$ cat src/common/sclk_pkg.sv
//=============================================================
// Purpose: constants for the synchronous serial clock output block
// Assumes: classic Wishbone register access, 32-bit data, byte addresses
// Notes:   source ticks mark every edge of the selected usart input clock
//
// Overview of operation
// - sync enable plus master select gives master
// - master select bit 14, one master, resets zero
// - continuous clock clear: clock only around characters
// - continuous clock set: clock runs without pause
// - master clock keeps 50% duty, odd divisors
// - selector 0x2 routes fractional divider clock
// - selector resets to 0x7, no clock
// - writing 0x7 stops the serial clock
// - clock equals input clock over divisor+1
// - pin drives clock only as sync master
// - sync enable bit 11, zero means async
//=============================================================
package sclk_pkg;
    // register byte offsets
    localparam logic [7:0] OFS_CONFIG = 8'h00;
    localparam logic [7:0] OFS_CONTROL = 8'h04;
    localparam logic [7:0] OFS_BAUD = 8'h08;
    localparam logic [7:0] OFS_CLKSEL = 8'h0C;
    localparam logic [7:0] OFS_STATUS = 8'h10;

    // field positions
    localparam int BIT_SYNC_EN = 11;
    localparam int BIT_MASTER = 14;
    localparam int BIT_CC = 8;
    localparam int BIT_ST_RUN = 0;
    localparam int BIT_ST_LEVEL = 1;
    localparam int BIT_ST_PIN = 2;
    localparam int DIV_W = 16;

    // reset values
    localparam logic RST_SYNC_EN = 1'b0;
    localparam logic RST_MASTER = 1'b0;
    localparam logic RST_CC = 1'b0;
    localparam logic [DIV_W-1:0] RST_BAUD = 16'h0000;
    localparam logic RST_SCLK_LEVEL = 1'b0;

    // clock source selector codes
    localparam logic [2:0] SEL_OSC = 3'h0;
    localparam logic [2:0] SEL_MAIN = 3'h1;
    localparam logic [2:0] SEL_FRG = 3'h2;
    localparam logic [2:0] SEL_NONE3 = 3'h3;
    localparam logic [2:0] SEL_OSC_DIV = 3'h4;
    localparam logic [2:0] SEL_NONE7 = 3'h7;
    localparam logic [2:0] RST_CLKSEL = SEL_NONE7;
endpackage

$ cat src/common/sclk_div_if.sv
`timescale 1ns/10ps
//=============================================================
// Purpose: link between register logic and the half-period divider
// Assumes: single clock domain
// Notes:   none
//=============================================================
interface sclk_div_if;
    logic run;
    logic tick;
    logic [sclk_pkg::DIV_W-1:0] divisor;
    logic sclk;

    modport ctrl (output run, output tick, output divisor, input sclk);
    modport div (input run, input tick, input divisor, output sclk);
endinterface

$ cat src/verilog/sclk_divider.sv
`timescale 1ns/10ps
//=============================================================
// Purpose: half-period divider producing the serial clock level
// Assumes: tick marks each edge of the input clock, so a half period of
//          divisor+1 ticks gives exactly 50% duty even for odd divisors
// Notes:   stops at low level whenever run drops
//=============================================================
module sclk_divider (
    // clock and reset
    input wire logic clk_sys,
    input wire logic srst,
    // divider link
    sclk_div_if.div lnk
);
    logic [sclk_pkg::DIV_W-1:0] cnt_q, cnt_d;
    logic sclk_q, sclk_d;

    // count ticks of one half period, toggle when the half is complete
    always_comb begin
        cnt_d = cnt_q;
        sclk_d = sclk_q;
        if (!lnk.run) begin
            cnt_d = '0;
            sclk_d = sclk_pkg::RST_SCLK_LEVEL;
        end else if (lnk.tick) begin
            // >= guards against a divisor lowered mid-half
            if (cnt_q >= lnk.divisor) begin
                cnt_d = '0;
                sclk_d = !sclk_q;
            end else begin
                cnt_d = cnt_q + 16'h0001;
            end
        end
    end

    always_ff @(posedge clk_sys) begin
        if (srst) begin
            cnt_q <= '0;
            sclk_q <= sclk_pkg::RST_SCLK_LEVEL;
        end else begin
            cnt_q <= cnt_d;
            sclk_q <= sclk_d;
        end
    end

    assign lnk.sclk = sclk_q;
endmodule

$ cat src/verilog/sclk_out.sv
// Local design decisions: the Wishbone interface to the registers and the address map.
`timescale 1ns/10ps
//=============================================================
// Purpose: serial clock output of a usart in synchronous mode, with
//          mode bits, clock-on-character control and source selector
// Assumes: source tick inputs pulse once per edge of each source clock
// Notes:   unmapped addresses ack with zero read data, writes ignored
//=============================================================
module sclk_out (
    // clock and reset
    input wire logic clk_sys,
    input wire logic srst,
    // wishbone slave
    input wire logic wb_cyc_i,
    input wire logic wb_stb_i,
    input wire logic wb_we_i,
    input wire logic [7:0] wb_adr_i,
    input wire logic [3:0] wb_sel_i,
    input wire logic [31:0] wb_dat_i,
    output logic [31:0] wb_dat_o,
    output logic wb_ack_o,
    // clock source edge ticks
    input wire logic osc_tick,
    input wire logic main_tick,
    input wire logic fractional_divider_clock_tick,
    input wire logic osc_div_tick,
    // character activity from the usart core
    input wire logic tx_char_active,
    input wire logic rx_char_finishing,
    // serial clock pin
    input wire logic serial_clock_pin_in,
    output logic serial_clock_pin_out,
    output logic serial_clock_pin_oe_n
);
    sclk_div_if lnk ();

    //=========================================================
    // register bus
    //=========================================================
    logic ack_q, ack_d;
    logic [31:0] rdat_q, rdat_d;
    logic synchronous_enable_q, synchronous_enable_d;
    logic master_select_q, master_select_d;
    logic continuous_clock_q, continuous_clock_d;
    logic [sclk_pkg::DIV_W-1:0] baud_divisor_q, baud_divisor_d;
    logic [2:0] clksel_q, clksel_d;
    logic wr_en;
    logic usart_input_clock_tick;
    logic src_valid;
    logic sync_master;
    logic run;

    // a write lands in the cycle the ack is raised
    assign wr_en = wb_cyc_i && wb_stb_i && wb_we_i && !ack_q;

    // next values of the registers and the bus answer
    always_comb begin
        ack_d = wb_cyc_i && wb_stb_i && !ack_q;
        synchronous_enable_d = synchronous_enable_q;
        master_select_d = master_select_q;
        continuous_clock_d = continuous_clock_q;
        baud_divisor_d = baud_divisor_q;
        clksel_d = clksel_q;
        rdat_d = 32'h0000_0000;
        if (wr_en) begin
            unique case (wb_adr_i)
                sclk_pkg::OFS_CONFIG: begin
                    if (wb_sel_i[1]) begin
                        synchronous_enable_d = wb_dat_i[sclk_pkg::BIT_SYNC_EN];
                        master_select_d = wb_dat_i[sclk_pkg::BIT_MASTER];
                    end
                end
                sclk_pkg::OFS_CONTROL: begin
                    if (wb_sel_i[1]) begin
                        continuous_clock_d = wb_dat_i[sclk_pkg::BIT_CC];
                    end
                end
                sclk_pkg::OFS_BAUD: begin
                    if (wb_sel_i[0]) begin
                        baud_divisor_d[7:0] = wb_dat_i[7:0];
                    end
                    if (wb_sel_i[1]) begin
                        baud_divisor_d[15:8] = wb_dat_i[15:8];
                    end
                end
                sclk_pkg::OFS_CLKSEL: begin
                    if (wb_sel_i[0]) begin
                        clksel_d = wb_dat_i[2:0];
                    end
                end
                default: begin
                end
            endcase
        end
        if (wb_cyc_i && wb_stb_i && !wb_we_i && !ack_q) begin
            unique case (wb_adr_i)
                sclk_pkg::OFS_CONFIG: begin
                    rdat_d[sclk_pkg::BIT_SYNC_EN] = synchronous_enable_q;
                    rdat_d[sclk_pkg::BIT_MASTER] = master_select_q;
                end
                sclk_pkg::OFS_CONTROL: rdat_d[sclk_pkg::BIT_CC] = continuous_clock_q;
                sclk_pkg::OFS_BAUD: rdat_d[15:0] = baud_divisor_q;
                sclk_pkg::OFS_CLKSEL: rdat_d[2:0] = clksel_q;
                sclk_pkg::OFS_STATUS: begin
                    rdat_d[sclk_pkg::BIT_ST_RUN] = run;
                    rdat_d[sclk_pkg::BIT_ST_LEVEL] = lnk.sclk;
                    rdat_d[sclk_pkg::BIT_ST_PIN] = serial_clock_pin_in;
                end
                default: rdat_d = 32'h0000_0000;
            endcase
        end
    end

    always_ff @(posedge clk_sys) begin
        if (srst) begin
            ack_q <= 1'b0;
            rdat_q <= 32'h0000_0000;
            synchronous_enable_q <= sclk_pkg::RST_SYNC_EN;
            master_select_q <= sclk_pkg::RST_MASTER;
            continuous_clock_q <= sclk_pkg::RST_CC;
            baud_divisor_q <= sclk_pkg::RST_BAUD;
            clksel_q <= sclk_pkg::RST_CLKSEL;
        end else begin
            ack_q <= ack_d;
            rdat_q <= rdat_d;
            synchronous_enable_q <= synchronous_enable_d;
            master_select_q <= master_select_d;
            continuous_clock_q <= continuous_clock_d;
            baud_divisor_q <= baud_divisor_d;
            clksel_q <= clksel_d;
        end
    end

    assign wb_ack_o = ack_q;
    assign wb_dat_o = rdat_q;

    //=========================================================
    // clock source selection and run control
    //=========================================================
    // reserved and none codes give no ticks, so the divider cannot advance
    always_comb begin
        usart_input_clock_tick = 1'b0;
        src_valid = 1'b1;
        unique case (clksel_q)
            sclk_pkg::SEL_OSC: usart_input_clock_tick = osc_tick;
            sclk_pkg::SEL_MAIN: usart_input_clock_tick = main_tick;
            sclk_pkg::SEL_FRG: usart_input_clock_tick = fractional_divider_clock_tick;
            sclk_pkg::SEL_OSC_DIV: usart_input_clock_tick = osc_div_tick;
            default: src_valid = 1'b0;
        endcase
    end

    // slave or async mode never clocks the pin
    assign sync_master = synchronous_enable_q && master_select_q;
    // clock on character unless continuous clock is set
    assign run = sync_master && src_valid &&
                 (continuous_clock_q || tx_char_active || rx_char_finishing);

    assign lnk.run = run;
    assign lnk.tick = usart_input_clock_tick;
    assign lnk.divisor = baud_divisor_q;

    sclk_divider u_div (
        .clk_sys(clk_sys),
        .srst(srst),
        .lnk(lnk)
    );

    //=========================================================
    // serial clock pin
    //=========================================================
    // pin output is held low and the pin is released whenever it is not a clock output
    assign serial_clock_pin_out = sync_master ? lnk.sclk : 1'b0;
    assign serial_clock_pin_oe_n = !sync_master;
endmodule

$ cat config.mk
export PLATFORM = sky130hd
export DESIGN_NAME = sclk_out
export DESIGN_NICKNAME = d
export VERILOG_FILES = /design/src/common/sclk_pkg.sv /design/src/common/sclk_div_if.sv /design/src/verilog/sclk_divider.sv /design/src/verilog/sclk_out.sv
export SDC_FILE = /design/constraint.sdc
export NUM_CORES = 1
export LEC_CHECK = 0
export ABC_AREA = 1
export BUFFER_PORTS_ARGS = -buffer_cell sky130_fd_sc_hd__buf_2
export CORE_ASPECT_RATIO = 1.5
export CORE_MARGIN = 3
export CORE_UTILIZATION = 45
export CTS_CLUSTER_DIAMETER = 30
export DETAILED_ROUTE_END_ITERATION = 8
export PLACE_DENSITY = 0.71
export SYNTH_ARGS = -nofsm -noshare
export SYNTH_HDL_FRONTEND = slang
export SYNTH_SLANG_ARGS = --single-unit
$ cat constraint.sdc
create_clock -name clk_sys -period 3.5 [get_ports clk_sys]
set_input_delay 0.175 -clock clk_sys [delete_from_list [all_inputs] [get_ports clk_sys]]
set_output_delay 0.175 -clock clk_sys [all_outputs]
set_load 0.05 [all_outputs]
==> results of run 1 <==
metrics by stage:
stage / util (%) / power [mW]
6_report: 53.4 / 1.15
5_1_grt: 53.4 / 1.19
4_1_cts: 53.4 / 1.16
3_5_place_dp: 51.6 / 0.737
3_3_place_gp: 51.6 / 0.736
2_1_floorplan: - / 0.721
cell type report:
class                   instances  area [sq um]
fillers                       616          2920
repair buffers                 56           280
multi-input cells             280          1540
inverters                      54           203
well taps                      74          92.6
flip-flops and latches         56          1120
clock inverters                 3          42.5
clock buffers                   5          68.8
cells by family after synthesis:
logic type / synth area share, %
adders and majority gates: 7.16
AOI/OAI and AO/OA: 10.5
and+or+nand+nor: 30.3
other: 0.126
buffers and inverters: 12.4
DFF: 37.7
xor gates and xnor gates: 1.77
per-layer routing:
metal	up-vias	wire, um	share of wire (%)	track usage (%)
li1	1358	-	-	-
met1	1178	2530	40	18.3
met2	71	3360	53	32.3
met3	13	305	4.8	2.77
met4	0	193	3.0	8.20
met5	-	0	0	0
Yosys cell counts (3+ instances only):
| cell | instances | share of area, % |
|---|---|---|
| o211ai_1 | 4 | 1.0 |
| nor2_4 | 3 | 1.1 |
| nand3_1 | 13 | 2.2 |
| nor2_1 | 50 | 6.3 |
| ha_1 | 17 | 7.2 |
| a21oi_1 | 17 | 2.9 |
| buf_6 | 3 | 1.1 |
| inv_1 | 52 | 6.6 |
| o21ai_0 | 26 | 4.4 |
| nor3_1 | 19 | 3.2 |
| nor2_2 | 10 | 2.1 |
| nand2_1 | 69 | 8.7 |
| nand4_1 | 7 | 1.5 |
| dfxtp_1 | 56 | 38 |
| xor2_1 | 6 | 1.8 |
| buf_4 | 16 | 4.0 |
| o21bai_1 | 3 | 0.76 |
| nand3_2 | 4 | 1.3 |
registers in the layout, indices dropped and copies added (netlist names):
name	count
baud_divisor_q	16
clksel_q	3
continuous_clock_q	1
master_select_q	1
synchronous_enable_q	1
u_div.cnt_q	16
u_div.lnk.sclk	1
wb_ack_o	1
wb_dat_o	16
tightest hold or removal path: cells and delay by family:
kind	cells	cell delay (ps)
buffers and inverters	1	80
AND/OR/NAND/NOR	2	130
layout by cell type (no fill, tap or decap), types with 2 or more instances in the layout:
cell type,instances
xor2_1,6
nand2_1,69
inv_2,2
inv_1,52
nand4_1,7
nor2_4,3
ha_1,17
dfxtp_1,56
nor2_2,10
nor3_2,2
a21oi_1,17
o21ai_0,26
o21bai_1,3
buf_2,56
o21ai_1,2
o211ai_1,4
nand3_1,13
nand3_2,4
nor2_1,50
nor3_1,19
conb_1,16
nor3_4,2
clkbuf_8,5
nand2_2,2
power breakdown:
group | switching [mW] | internal (mW) | total, mW
Clock | 0.211 | 0.212 | 0.423
Combinational | 0.0657 | 0.0192 | 0.0849
Sequential | 0.000415 | 0.637 | 0.638
Total | 0.277 | 0.868 | 1.15
worst max-delay path by stage:
stage	from	end	slack [ps]	cells past startpoint
final	baud_divisor_q[11]	u_div.cnt_q[0]	1580	9
after global routing	u_div.cnt_q[11]	u_div.cnt_q[0]	1330	8
after CTS	baud_divisor_q[11]	u_div.cnt_q[0]	1590	9
after detailed placement	wb_adr_i[6]	wb_dat_o[14]	1590	8
after global placement	wb_adr_i[6]	wb_dat_o[14]	1670	8
after floorplan	synchronous_enable_q	serial_clock_pin_out	1900	2
==> flow_metrics.tcl, run 1 <==
set metrics [dict create \
    grt_util_all_layers_pct 17.4 \
    grt_antenna_before_repair 0 \
    slew_headroom_pct 64.8 \
    cts_buffer_depth 2 \
    max_cap_violations 0 \
    synth_edf_count 0 \
    cp-start-kind "flip-flop" \
    cp_top_family "compound AO/OA/AOI/OAI gates" \
    avgSynthCellArea_sq_um 7.48 \
    worstHoldPathType "in -> reg" \
    wire_per_inst_um 12.1 \
    drt_iter0_drc 141 \
    reg2reg_slack_ps 1580 \
    crit_required_ps 3740 \
    via_per_inst 4.96 \
    finalCritPeriodShare_pct 54.8 \
    core_area_sq_um 6260 \
    port_buffers 56 \
    ys.flop_type "dfxtp_1" \
    detail-route-antenna-nets 0 \
    setup_viol 0 \
    skew_ps 9.82 \
    syn_area_sq_um 2970 \
    cpPeakStageDelay_ps 340 \
    cts.sinks 56 \
    hpwl_um 4990 \
    crit_slowest_cell "dfxtp_1" \
    syn-instance-count 397 \
    fin_area_sq_um 3340 \
    htreeDepth 2 \
    rows 35 \
    reg2regPathDepth 9 \
    max_clock_freq_mhz 521 \
    endpoint_kind "flip-flop" \
    async_flop_share_pct 0 \
    holdWs_ps 94.1 \
    hold_path_depth 3 \
    holdPathEnd "baud_divisor_q[13]" \
    ys_seq_area_share_pct 37.7 \
    drive_above_1_share_pct 20.3 \
    vias 2620 \
    synth_warnings 0 \
    cpMostUsedCell "a21oi_1" \
    power_leakage_nw 1.45 \
    status "completed" \
    first_pass_iters 4 \
    clockRootBuffer "clkbuf_8" \
    synth_cell_types 34 \
    worstPathArrival_ps 2160 \
    final-instance-count-excl-fill 528 \
    place_inst 520 \
    cts.repair.resized 0 \
    cts_tree "built" \
    powerDensity_nw_per_um2 342 \
    hold_viol_final 0 \
    tns_ps 0 \
    grt_overflow 0 \
    finalWeightedCongestion 0.824 \
    nNetsFinal 526 \
    dp_slack_ps 1590 \
    postLayoutSetupSlackWorst_ps 1580 \
    die_width_um 72.3 \
    syn2layout_area_growth_pct 12.6 \
    path_class "reg -> reg" \
    ios 91 \
    layout_min_cycle_time_ps 1920 \
    critPathMaxFanout 14 \
    start_util_pct 47.4 \
    min_from "wb_dat_i[13]" \
    rsz0062_at_grt "false" \
    first_global_vias 2488 \
    hold_buffers 0 \
    rr_startpoint "baud_divisor_q[11]" \
    placed_cell_area_sq_um 3230 \
    worst_pin_slew_ps 528 \
    ir_drop_mv 0.212 \
    drc 0 \
    die-area_sq_um 7630 \
    path_cells "inv_1 > ha_1 > a21oi_1 > o21ai_0 > a21oi_1 > nand2_1 > nand2_1 > nand2_2 > a21oi_1" \
    grt_first_pass_wirelength_um 10700 \
    cts_made_buffers 5 \
    antennaDiodeCount 0 \
    wl_um 6390 \
    path_clk_slew_ps 110 \
    insertion_delay_ps 310 \
    slew_viol_final 0 \
    r2r_end "u_div.cnt_q[0]" \
    die_h_um 106 \
    postCtsSetupBuffers 0 \
    synth-seq-cells 56 \
    grt_start_max_net_pins 21 \
    path_buf_inv 1 \
]
(Power assumes the default switching activity.)
==> run 2: changes to the inputs <==
PLACE_DENSITY = 0.74   (was 0.71)
clock period = 1.67 ns   (was 3.5 ns; I/O delays follow)
==> flow_metrics.tcl, run 2 (synthesized netlist as in run 1, its figures left out) <==
set metrics [dict create \
    drt_iter0_drc 145 \
    worst_pin_slew_ps 553 \
    pwr-share-comb_pct 7.1 \
    rows 35 \
    holdWs_ps 6.09 \
    nNetsFinal 560 \
    wire_per_inst_um 13.6 \
    status "finished, violations left" \
    cp_top_family "simple AND/OR/NAND/NOR gates" \
    insertion_delay_ps 310 \
    path_cells "inv_1 > ha_4 > nand4_1 > nor2_2 > nor2_1 > nand2_1 > nand2_2 > nand2_4 > nand2_4 > buf_6 > nand2_1 > a21oi_1" \
    drc 0 \
    detail-route-antenna-nets 0 \
    seq_power_share_pct 51.6 \
    die_width_um 72.3 \
    dp_slack_ps -112 \
    via_per_inst 5.11 \
    netSwitchingPower_mw 0.606 \
    total_power_mw 2.59 \
    cp-start-kind "flip-flop" \
    path_class "reg -> reg" \
    final_common_cell "nand2_1" \
    grt_antenna_before_repair 0 \
    reg2regPathDepth 12 \
    port_buffers 56 \
    rsz0062_at_grt "true" \
    cts_tree "built" \
    ir_drop_mv 0.398 \
    worstHoldPathType "in -> reg" \
    r2r_end "u_div.lnk.sclk" \
    top_usage_layer "met2" \
    p_int_mw 1.98 \
    grt_first_pass_wirelength_um 11700 \
    crit_slowest_cell "dfxtp_2" \
    finalWeightedCongestion 0.867 \
    postLayoutSetupSlackWorst_ps -5.83 \
    setup_viol 2 \
    power_leakage_nw 1.67 \
    htreeDepth 2 \
    cts_buffer_depth 2 \
    cpPeakStageDelay_ps 340 \
    final_cell_mix "nand2_1 (61), buf_2 (56), nor2_1 (45)" \
    powerDensity_nw_per_um2 658 \
    hold_viol_final 0 \
    met1_usage_pct 19.7 \
    slew_viol_final 0 \
    wl_um 7670 \
    start_util_pct 47.4 \
    skew_ps 11.6 \
    rr_startpoint "baud_divisor_q[1]" \
    worstSetupPathDepth 12 \
    finalCritPeriodShare_pct 100 \
    die_h_um 106 \
    power_frac_clock_pct 41.3 \
    layout_min_cycle_time_ps 1680 \
    vias 2870 \
    use_met3_pct 3.05 \
    setup.worst_path.start "baud_divisor_q[1]" \
    cts.sinks 56 \
    crit_required_ps 1870 \
    max_clock_freq_mhz 597 \
    critPathMaxFanout 2 \
    critPathCapture "u_div.lnk.sclk" \
    die-area_sq_um 7630 \
    violations "setup timing" \
    first_global_vias 2774 \
    cts_made_buffers 5 \
    endpoint_kind "flip-flop" \
    worstPathArrival_ps 1880 \
    place_inst 550 \
    swShare_pct 23.4 \
    final-instance-count-excl-fill 562 \
    use_met2_pct 37.1 \
    ios 91 \
    syn2layout_area_growth_pct 32.6 \
    grt_start_max_net_pins 21 \
    antennaDiodeCount 0 \
    path_buf_inv 2 \
    max_cap_violations 0 \
    drive_above_1_share_pct 40.0 \
    hpwl_um 5450 \
    tns_ps -7.31 \
    reg2reg_slack_ps -6 \
    slew_headroom_pct 63.1 \
    first_pass_iters 5 \
    core_area_sq_um 6260 \
    clockRootBuffer "clkbuf_8" \
    path_clk_slew_ps 110 \
    grt_overflow 0 \
    grt_util_all_layers_pct 19.1 \
]
==> run 2: changes by cell type in the layout (fill, tap and decap cells not counted), sizes merged <==
| cell | delta |
|---|---|
| clkinv | -1 |
| bufinv | +1 |
| inv | +1 |
| dlygate4sd3 | +2 |
| clkinvlp | -1 |
| buf | +32 |
==> run 2: metal layers <==
layer	part of all wire (%)	up-vias
li1	-	1436
met1	36	1332
met2	57	84
met3	4.8	18
met4	2.3	0
met5	0	-
==> run 2: through the flow <==
step | util (%) | area, sq um
floorplan | - | 3030
global placement | 55.2 | 3460
detailed placement | 55.2 | 3460
CTS | 58.7 | 3680
global route | 62.9 | 3940
finish | 62.9 | 3940
==> run 2: worst min-delay path, delay by kind of cell <==
kind                   cells  cell delay (ps)
AOI/OAI and AO/OA          1               60
and+or+nand+nor            1               50
buffers and inverters      1               90
==> run 2: timing repair <==
action,CTS,global route
pin swaps,5,24
hold buffers,2,0
resized for setup,14,68
buffers inserted,1,1
endpoints found under the setup margin,16,25
hold endpoints to repair,2,0
==> run 2: worst min path at each step <==
stage                 start            endpoint  depth (start not counted)
2_1_floorplan          srst     master_select_q                          1
3_3_place_gp    wb_dat_i[4]   baud_divisor_q[4]                          3
3_5_place_dp    wb_dat_i[2]         clksel_q[2]                          3
4_1_cts        wb_dat_i[10]  baud_divisor_q[10]                          3
5_1_grt         wb_dat_i[7]   baud_divisor_q[7]                          3
6_report        wb_dat_i[0]         clksel_q[0]                          3
==> run 2: power by group through the flow <==
stage,Combinational (mW),Sequential (mW),Clock [mW]
floorplan,0.141,1.37,0
global placement,0.176,1.37,0
detailed placement,0.178,1.37,0
CTS,0.182,1.34,1.08
global route,0.196,1.34,1.12
finish,0.184,1.34,1.07
==> run 2: area by class of cell <==
class                           count  area, sq um
Fill cell                         512         2320
Timing Repair Buffer               90          544
Clock inverter                      3         68.8
Inverter                           54          203
Tap cell                           74         92.6
Sequential cell                    56         1150
Clock buffer                        5         68.8
Multi-Input combinational cell    280         1810
